`config.mk`:
```
export PLATFORM = sky130hd
export DESIGN_NAME = pattern_output_next_data
export DESIGN_NICKNAME = d
export VERILOG_FILES = /design/src/verilog/pattern_output_pkg.sv /design/src/verilog/pattern_group.sv /design/src/verilog/pattern_output_next_data.sv
export SDC_FILE = /design/constraint.sdc
export NUM_CORES = 1
export LEC_CHECK = 0
export ABC_CLOCK_PERIOD_IN_PS = 2700
export BUFFER_PORTS_ARGS = -buffer_cell sky130_fd_sc_hd__buf_2
export CORE_MARGIN = 2
export CORE_UTILIZATION = 54
export DETAILED_ROUTE_END_ITERATION = 10
export GPL_TIMING_DRIVEN = 0
export PLACE_DENSITY = 0.8
export SLEW_MARGIN = 20
export SYNTH_ARGS = -nofsm -noshare
export SYNTH_HDL_FRONTEND = slang
export SYNTH_SLANG_ARGS = --single-unit
export TNS_END_PERCENT = 100
```
`constraint.sdc`:
```
create_clock -name hclk -period 2.7 [get_ports hclk]
set_clock_uncertainty 0.15 [all_clocks]
set_input_delay 0.27 -clock hclk [delete_from_list [all_inputs] [get_ports hclk]]
set_output_delay 0.27 -clock hclk [all_outputs]
set_load 0.01 [all_outputs]
```
`src/verilog/pattern_output_pkg.sv`:
```
// Constants, types and helpers for the pattern output next-data block
// ****************************************************************************
// What this block does
// - With groups 3 and 2 on one trigger, the group 3/2 next-data byte is one fully writable byte at its first index, cleared to zero.
// - With groups 3 and 2 on one trigger, the companion index reads all ones and ignores writes.
// - With groups 3 and 2 on different triggers, group 3 sits in the upper nibble of the first index, group 2 in the lower nibble of the second, other nibbles read ones.
// - On a group's selected compare-match, enabled bits of next_pattern_a are copied into port output bits 7 to 0.
// - A bit whose enable is clear is never transferred and keeps its output value unless software writes the port output data.
// - On the selected compare-match, enabled bits of next_pattern_b are copied into port output bits 15 to 8.
// - Bit n of pattern_enable_a gates the transfer into pin n, one enabling and zero disabling.
// - Bit n of pattern_enable_b gates the transfer into pin n+8, one enabling and zero disabling.
// - Both enable registers clear to zero on reset and keep their value through standby.
// - The trigger select register resets to all ones, channel 3 for every group, and keeps its value through standby.
// - A group's 2-bit select picks timer channel 0, 1, 2 or 3 as its compare-match source.
// - Select fields sit at bits 7-6 for group 3, 5-4 for group 2, 3-2 for group 1 and 1-0 for group 0.
// - Each group fires only on its own selected channel, independently of the others.
// - With groups 1 and 0 on one trigger, next_pattern_a holds group 1 in its upper and group 0 in its lower nibble.
// - Port output bits whose enable is set cannot be written by software.
// ****************************************************************************
package pattern_output_pkg;

  // ****************************************************************************
  // Register indices, byte address is four times the index
  // ****************************************************************************
  localparam logic [29:0] IDX_NEXT_B_FIRST  = 30'h5fffff4;
  localparam logic [29:0] IDX_NEXT_A_FIRST  = 30'h5fffff5;
  localparam logic [29:0] IDX_NEXT_B_SECOND = 30'h5fffff6;
  localparam logic [29:0] IDX_NEXT_A_SECOND = 30'h5fffff7;
  localparam logic [29:0] IDX_ENABLE_A      = 30'h5ffffe0;
  localparam logic [29:0] IDX_ENABLE_B      = 30'h5ffffe1;
  localparam logic [29:0] IDX_TRIG_SEL      = 30'h5ffffe2;
  localparam logic [29:0] IDX_PORT_DATA     = 30'h5ffffe3;

  // ****************************************************************************
  // Reset values and field layout
  // ****************************************************************************
  localparam logic [7:0]  RST_NEXT     = 8'h00;
  localparam logic [7:0]  RST_ENABLE   = 8'h00;
  localparam logic [7:0]  RST_TRIG_SEL = 8'hff;
  localparam logic [15:0] RST_PORT     = 16'h0000;
  localparam logic [7:0]  RSVD_BYTE    = 8'hff;
  localparam logic [3:0]  RSVD_NIBBLE  = 4'hf;
  localparam int          GRP_W        = 4;
  localparam int          SEL_W        = 2;
  localparam int          N_GRP        = 4;
  localparam int          N_CHAN       = 4;

  // ****************************************************************************
  // Bus encodings and state
  // ****************************************************************************
  localparam logic        HRESP_OKAY   = 1'b0;
  localparam logic [31:0] READ_UNMAPPED = 32'h00000000;

  typedef enum logic [1:0] {
    BUS_IDLE    = 2'b00,
    BUS_WRITE   = 2'b01,
    BUS_RD_WAIT = 2'b11,
    BUS_RD_DONE = 2'b10
  } bus_state_t;

  // Two groups share a byte when their select fields match
  function automatic logic same_trigger(input logic [7:0] sel, input logic upper_pair);
    same_trigger = upper_pair ? (sel[7:6] == sel[5:4]) : (sel[3:2] == sel[1:0]);
  endfunction

  // Readback of the first index of a next-data byte
  function automatic logic [7:0] first_view(input logic [7:0] r, input logic shared);
    first_view = shared ? r : {r[7:4], RSVD_NIBBLE};
  endfunction

  // Readback of the second index of a next-data byte
  function automatic logic [7:0] second_view(input logic [7:0] r, input logic shared);
    second_view = shared ? RSVD_BYTE : {RSVD_NIBBLE, r[3:0]};
  endfunction

endpackage

```
`src/verilog/pattern_group.sv`:
```
// One 4-bit output group: trigger select and bitwise gated transfer
`timescale 1ns/10ps
module pattern_group
  import pattern_output_pkg::*;
#(
  parameter int W = GRP_W
) (
  // Trigger
  input  wire logic [SEL_W-1:0]  sel,
  input  wire logic [N_CHAN-1:0] match_q,
  // Staged data
  input  wire logic [W-1:0]      enable,
  input  wire logic [W-1:0]      next_data,
  // Software write path
  input  wire logic              sw_write,
  input  wire logic [W-1:0]      sw_data,
  // Port bits
  input  wire logic [W-1:0]      current,
  output logic      [W-1:0]      next_out
);

  logic fire;

  always_comb begin
    fire = match_q[sel];
    for (int i = 0; i < W; i++) begin
      next_out[i] = current[i];
      if (enable[i]) begin
        if (fire) begin
          next_out[i] = next_data[i];
        end
      end else if (sw_write) begin
        next_out[i] = sw_data[i];
      end
    end
  end

endmodule // pattern_group

```
`src/verilog/pattern_output_next_data.sv`:
```
// Next-data staging, trigger select and port output data behind AHB-Lite
`timescale 1ns/10ps
module pattern_output_next_data
  import pattern_output_pkg::*;
(
  // Clock and reset
  input  wire logic                hclk,
  input  wire logic                hresetn,
  // AHB-Lite slave
  input  wire logic                hsel,
  input  wire logic [31:0]         haddr,
  input  wire logic [1:0]          htrans,
  input  wire logic                hwrite,
  input  wire logic [2:0]          hsize,
  input  wire logic [31:0]         hwdata,
  input  wire logic                hready,
  output logic                     hreadyout,
  output logic                     hresp,
  output logic      [31:0]         hrdata,
  // Timer compare-match pulses, one per channel
  input  wire logic [N_CHAN-1:0]   compare_match,
  // Pattern pins
  output logic      [15:0]         pattern_pins
);

  // ****************************************************************************
  // State
  // ****************************************************************************
  bus_state_t          state;
  bus_state_t          next_state;
  logic [29:0]         addr_idx;
  logic [29:0]         next_addr_idx;
  logic [31:0]         next_hrdata;
  logic [7:0]          next_pattern_a;
  logic [7:0]          next_pattern_b;
  logic [7:0]          pattern_enable_a;
  logic [7:0]          pattern_enable_b;
  logic [7:0]          trigger_select;
  logic [15:0]         port_output_data;
  logic [7:0]          next_next_pattern_a;
  logic [7:0]          next_next_pattern_b;
  logic [7:0]          next_pattern_enable_a;
  logic [7:0]          next_pattern_enable_b;
  logic [7:0]          next_trigger_select;
  logic [15:0]         next_port_output_data;
  logic [N_CHAN-1:0]   match_q;
  logic                accept;
  logic                wr_now;
  logic                shared_a;
  logic                shared_b;
  logic [7:0]          wbyte;
  logic [31:0]         read_mux;
  logic [15:0]         enable_all;
  logic [15:0]         next_all;

  assign hresp        = HRESP_OKAY;
  assign pattern_pins = port_output_data;
  assign enable_all   = {pattern_enable_b, pattern_enable_a};
  assign next_all     = {next_pattern_b, next_pattern_a};
  assign shared_a     = same_trigger(trigger_select, 1'b0);
  assign shared_b     = same_trigger(trigger_select, 1'b1);
  assign wbyte        = hwdata[7:0];

  // ****************************************************************************
  // Bus sequencing: writes zero wait, reads one wait state
  // ****************************************************************************
  always_comb begin
    accept        = hsel && htrans[1] && hready;
    wr_now        = (state == BUS_WRITE);
    hreadyout     = (state != BUS_RD_WAIT);
    next_addr_idx = accept ? haddr[31:2] : addr_idx;
    case (state)
      BUS_RD_WAIT: begin
        next_state = BUS_RD_DONE;
      end
      BUS_IDLE, BUS_WRITE, BUS_RD_DONE: begin
        if (accept) begin
          next_state = hwrite ? BUS_WRITE : BUS_RD_WAIT;
        end else begin
          next_state = BUS_IDLE;
        end
      end
      default: begin
        next_state = BUS_IDLE;
      end
    endcase
    next_hrdata = (state == BUS_RD_WAIT) ? read_mux : hrdata;
  end

  always_ff @(posedge hclk or negedge hresetn) begin
    if (!hresetn) begin
      state    <= BUS_IDLE;
      addr_idx <= '0;
      hrdata   <= READ_UNMAPPED;
    end else begin
      state    <= next_state;
      addr_idx <= next_addr_idx;
      hrdata   <= next_hrdata;
    end
  end

  // ****************************************************************************
  // Read decode
  // ****************************************************************************
  always_comb begin
    read_mux = READ_UNMAPPED;
    case (addr_idx)
      IDX_NEXT_B_FIRST: begin
        read_mux[7:0] = first_view(next_pattern_b, shared_b);
      end
      IDX_NEXT_B_SECOND: begin
        read_mux[7:0] = second_view(next_pattern_b, shared_b);
      end
      IDX_NEXT_A_FIRST: begin
        read_mux[7:0] = first_view(next_pattern_a, shared_a);
      end
      IDX_NEXT_A_SECOND: begin
        read_mux[7:0] = second_view(next_pattern_a, shared_a);
      end
      IDX_ENABLE_A: begin
        read_mux[7:0] = pattern_enable_a;
      end
      IDX_ENABLE_B: begin
        read_mux[7:0] = pattern_enable_b;
      end
      IDX_TRIG_SEL: begin
        read_mux[7:0] = trigger_select;
      end
      IDX_PORT_DATA: begin
        read_mux[15:0] = port_output_data;
      end
      default: begin
        read_mux = READ_UNMAPPED;
      end
    endcase
  end

  // ****************************************************************************
  // Register writes
  // ****************************************************************************
  always_comb begin
    next_next_pattern_a   = next_pattern_a;
    next_next_pattern_b   = next_pattern_b;
    next_pattern_enable_a = pattern_enable_a;
    next_pattern_enable_b = pattern_enable_b;
    next_trigger_select   = trigger_select;
    if (wr_now) begin
      case (addr_idx)
        IDX_NEXT_B_FIRST: begin
          if (shared_b) begin
            next_next_pattern_b = wbyte;
          end else begin
            next_next_pattern_b[7:4] = wbyte[7:4];
          end
        end
        IDX_NEXT_B_SECOND: begin
          if (!shared_b) begin
            next_next_pattern_b[3:0] = wbyte[3:0];
          end
        end
        IDX_NEXT_A_FIRST: begin
          if (shared_a) begin
            next_next_pattern_a = wbyte;
          end else begin
            next_next_pattern_a[7:4] = wbyte[7:4];
          end
        end
        IDX_NEXT_A_SECOND: begin
          if (!shared_a) begin
            next_next_pattern_a[3:0] = wbyte[3:0];
          end
        end
        IDX_ENABLE_A: begin
          next_pattern_enable_a = wbyte;
        end
        IDX_ENABLE_B: begin
          next_pattern_enable_b = wbyte;
        end
        IDX_TRIG_SEL: begin
          next_trigger_select = wbyte;
        end
        default: begin
          next_trigger_select = trigger_select;
        end
      endcase
    end
  end

  always_ff @(posedge hclk or negedge hresetn) begin
    if (!hresetn) begin
      next_pattern_a   <= RST_NEXT;
      next_pattern_b   <= RST_NEXT;
      pattern_enable_a <= RST_ENABLE;
      pattern_enable_b <= RST_ENABLE;
      trigger_select   <= RST_TRIG_SEL;
    end else begin
      next_pattern_a   <= next_next_pattern_a;
      next_pattern_b   <= next_next_pattern_b;
      pattern_enable_a <= next_pattern_enable_a;
      pattern_enable_b <= next_pattern_enable_b;
      trigger_select   <= next_trigger_select;
    end
  end

  // ****************************************************************************
  // Compare-match capture and per-group transfer
  // ****************************************************************************
  always_ff @(posedge hclk or negedge hresetn) begin
    if (!hresetn) begin
      match_q <= '0;
    end else begin
      match_q <= compare_match;
    end
  end

  for (genvar g = 0; g < N_GRP; g++) begin : grp
    pattern_group #(
      .W (GRP_W)
    ) u_group (
      .sel       (trigger_select[SEL_W*g +: SEL_W]),
      .match_q   (match_q),
      .enable    (enable_all[GRP_W*g +: GRP_W]),
      .next_data (next_all[GRP_W*g +: GRP_W]),
      .sw_write  (wr_now && (addr_idx == IDX_PORT_DATA)),
      .sw_data   (hwdata[GRP_W*g +: GRP_W]),
      .current   (port_output_data[GRP_W*g +: GRP_W]),
      .next_out  (next_port_output_data[GRP_W*g +: GRP_W])
    );
  end

  always_ff @(posedge hclk or negedge hresetn) begin
    if (!hresetn) begin
      port_output_data <= RST_PORT;
    end else begin
      port_output_data <= next_port_output_data;
    end
  end

endmodule // pattern_output_next_data

```
==> run summary <==
The run gives 2.975 nW as the standby leakage power. The logs give 5290 µm² for the cell area after technology mapping and 128 for the I/O pin total. The starting utilization of the core area is 54.88%.

The largest total area in the synthesized netlist belongs to dfrtp_1. Summed over all failing endpoints, the final setup total negative slack is 0 ns. The maximum clock frequency came out at 0.3771 GHz. In this run the tightest slew margin relative to its limit is 50.39%. Cell internal power was estimated by the tool at 0.002572 W. After detailed routing, the number of vias per cell comes to 5.869. The synthesized area per cell was 12.22 µm²; the switching part of the total power was 28.76%. The run gives 4249 as the count of vias placed by the detailed router. For the worst-skew pair later-pin latency, the log shows 0.37 ns. After detailed routing, the number of remaining DRC violations is 0. Dividing the detail-routed wire length by the instance count gives 18.89 µm. The logs give 0 for the number of max-capacitance violations reported and 0 for the number of diodes. The number of instances in the synthesized netlist was 433; the maximum buffer depth of the clock tree was 2. The wire-length estimate of the detail-placed layout is 9617 µm.

Along the worst path, the maximum fanout reaches 8. Summed over all nets, the switching power comes to 0.001038 W. The worst-case IR drop observed on VDD is 0.3710 mV. Cells with a size suffix above 1 make up 36.72% of the layout.

After synthesis the netlist holds a flip-flop and latch count of 108. The first detailed-routing pass ran for 5 iterations. The run finished with clean final reports.

The first global-routing pass estimated 21180 µm of wire. Counting I/O delays and the setup requirement, the final critical path takes 2.652 ns. Pin count of the biggest net entering global routing: 58.

After routing the design area is 6558 µm². The dominant cell by count in the synthesized netlist is dfrtp_1. Once the clock tree was built, the resizer swapped 0 gates to a different size.

The fraction of post-synthesis cell area in the top cell type by area is 47.30%, and the clock transition at the registers of the reported paths is 0.10 ns. Measured along the y axis, the die boundary spans 103.0 µm. The remaining global-route overflow came out at 0. The die width came out at 103.0 µm. Sequential cells account for 52.6% of the total power. The endpoint identified for the worst register-to-register timing path is pattern_enable_a[0]$_DFFE_PN0P_.

For the H-tree depth reported by CTS, the log shows 3. The worst setup path is launched from a flop. The path with the worst hold slack has its endpoint at next_pattern_b[7]$_DFFE_PN0P_. Counting flops with an async set or reset pin after synthesis yields a share of 100.0%.

The power per unit of standard cell area works out to 550.6 nW/µm². The actual transition at the worst max-transition pin came out at 0.7401 ns. The worst path uses 98.21% of the clock period. The remaining antenna violation count after routing was 0.

Routability-driven placement finished with a final weighted congestion of 0.8616. The share of the Yosys chip area taken by registers is 51.28%. The run gives 0 as the number of endpoints failing setup at the final stage.

The worst hold path class was in -> reg. Counting flops with a built-in enable in the synthesized netlist gives 0. Floorplan row count: 36. The setup check on the worst reg-to-reg path leaves a slack of 0.05 ns.

The worst hold path passes through 2 cells. The number of antenna violations at the first check in global routing came out at 0. Global routing consumed, over all layers together, 26.79% of the routing resources. The kind of critical path is reg -> reg.

Setup repair after global routing left no endpoint under its margin. The tools report the final hold violation count as 0. Input and output buffers added on the ports amount to 88.

The clock sink total is 108. The launch instance of the worst register-to-register path is addr_idx[29]$_DFFE_PN0P_. The aggregate routed wire length came out at 13680 µm. The tools report the clock tree root buffer cell as clkbuf_8.

The startpoint identified for the worst hold timing path is hwdata[7]. Combinational cells account for 19.6% of the total power. From synthesis to final layout, the design area changed by 23.96%.

The synthesized netlist contains 49 unique library cells. For the worst setup path, the data arrival time is 2.77 ns. The die covers 10600 µm². The count of nets after finishing was 664. After synthesis, the most frequently instantiated cells are 100 x dfrtp_1, 66 x mux2_2, 35 x a21oi_1, 26 x o21ai_0, 24 x nand2_1. In this run, the number of DRC markers left after iteration 0 of detailed routing was 400. The number of global-route vias before repair is 4182, and the depth of the most critical reg-to-reg path is 5. The post-place instance area was 5991 µm²; the count of warnings emitted by yosys was 0.

The sort of element at the end of the critical path is a flop. The clock network is responsible for 27.8% of the overall power. By area the synthesized netlist is led by dfrtp_1 47%, mux2_2 14%, dfstp_2 4.0%, a21oi_1 3.3%, buf_4 2.6%.

For the count of final max-slew check failures, the log shows 0. At the worst endpoint, the required time is 2.82 ns. The total area inside the core boundary comes to 9639 µm².

TritonCTS built the clock tree. The number of clock buffers added by TritonCTS is 9. The primary flip-flop cell chosen by synthesis mapping is dfrtp_1.
## per-layer routing
metal / track usage [%] / routed length [µm] / vias up
li1: - / - / 1913
met3: 6.034 / 904 / 32
met4: 11.54 / 354 / 0
met5: 0 / 0 / -
met1: 33.81 / 5470 / 2125
met2: 44.56 / 6949 / 179
## cell families after synthesis
| group | count (synthesis) | share of synthesized area, % |
|---|---|---|
| compound gates | 113 | 14.33 |
| flops | 108 | 51.28 |
| mux | 86 | 19.11 |
| simple gates | 82 | 10.22 |
| buf+inv | 37 | 3.997 |
| xor+xnor | 6 | 0.9934 |
| other cells | 1 | 0.07089 |
## area by class of cell
cell class,count,area (µm²)
Multi-Input combinational cell,304,2426
Inverter,3,11.26
Fill cell,723,3082
Buffer,34,200.2
Clock buffer,10,137.6
Tap cell,133,166.4
Sequential cell,108,2713
Timing Repair Buffer,126,842.1
Clock inverter,6,61.31
## placed cells by master, fill, tap and decap left out, drive strengths merged, types with 5 or more instances in the layout
| cell | instances |
|---|---|
| mux4 | 5 |
| o311a | 8 |
| mux2i | 11 |
| nand3b | 13 |
| clkinv | 5 |
| dfstp | 8 |
| dlygate4sd3 | 36 |
| a22oi | 9 |
| a31oi | 5 |
| dfrtp | 100 |
| conb | 17 |
| buf | 112 |
| nand3 | 5 |
| clkbuf | 22 |
| mux2 | 70 |
| a41o | 8 |
| a22o | 10 |
| nor2 | 11 |
| nand4 | 6 |
| o21ai | 26 |
| a21oi | 35 |
| nand2 | 24 |
## stage by stage
step           setup WS [ns]  hold slack [ns]  cells  util [%]  power (W)
4_1_cts              0.08121          0.03871    723     67.95   0.003609
3_5_place_dp         0.09272           0.1050    671     62.15   0.002583
3_3_place_gp         0.06799           0.2301    670     61.80   0.002544
2_1_floorplan         0.6013          -0.1756    449         -   0.002333
6_report             0.04835          0.05343    724     68.03   0.003611
5_1_grt             0.008707          0.05308    724     68.03   0.003766
## power groups by stage
| stage | registers, W | logic (W) | clock network, W |
|---|---|---|---|
| 2_1_floorplan | 0.00191 | 0.000425 | 0 |
| 3_3_place_gp | 0.00192 | 0.000628 | 0 |
| 3_5_place_dp | 0.00193 | 0.000655 | 0 |
| 4_1_cts | 0.00190 | 0.000698 | 0.00101 |
| 5_1_grt | 0.00192 | 0.000772 | 0.00107 |
| 6_report | 0.00190 | 0.000708 | 0.00100 |
## state kept, by name (all words and copies together) (netlist names), 4 cells and up
| register | flops |
|---|---|
| next_pattern_a | 8 |
| pattern_enable_b | 8 |
| next_pattern_b | 8 |
| pattern_pins | 16 |
| match_q | 4 |
| pattern_enable_a | 8 |
| trigger_select | 8 |
| addr_idx | 30 |
| hrdata | 16 |
## how the worst max path moves through the flow
stage	slack [ns]	start	end	depth (start not counted)
global route	0.009	addr_idx[29]$_DFFE_PN0P_	pattern_enable_a[7]$_DFFE_PN0P_	5
finish	0.05	addr_idx[29]$_DFFE_PN0P_	pattern_enable_a[0]$_DFFE_PN0P_	5
detailed placement	0.09	addr_idx[29]$_DFFE_PN0P_	pattern_enable_a[0]$_DFFE_PN0P_	5
CTS	0.08	addr_idx[29]$_DFFE_PN0P_	pattern_pins[2]$_DFFE_PN0P_	6
global placement	0.07	hresetn	addr_idx[8]$_DFFE_PN0P_	1
floorplan	0.60	addr_idx[28]$_DFFE_PN0P_	next_pattern_b[4]$_DFFE_PN0P_	5
## worst max-delay path, cell delays in order (launching register included)
cell and delay [ns]:
dfrtp_1 0.38, nand4bb_1 0.34, nor4_1 0.52, and3_1 0.28
nand3_1 0.42, mux2_2 0.45
## timing repair
| action | 4_1_cts | 5_1_grt |
|---|---|---|
| setup buffers | 0 | 1 |
| setup endpoints to repair | 0 | 15 |
| hold buffers | 36 | 0 |
| endpoints found under the hold margin | 81 | 0 |
Note: power is estimated with default switching activity, not from simulation.
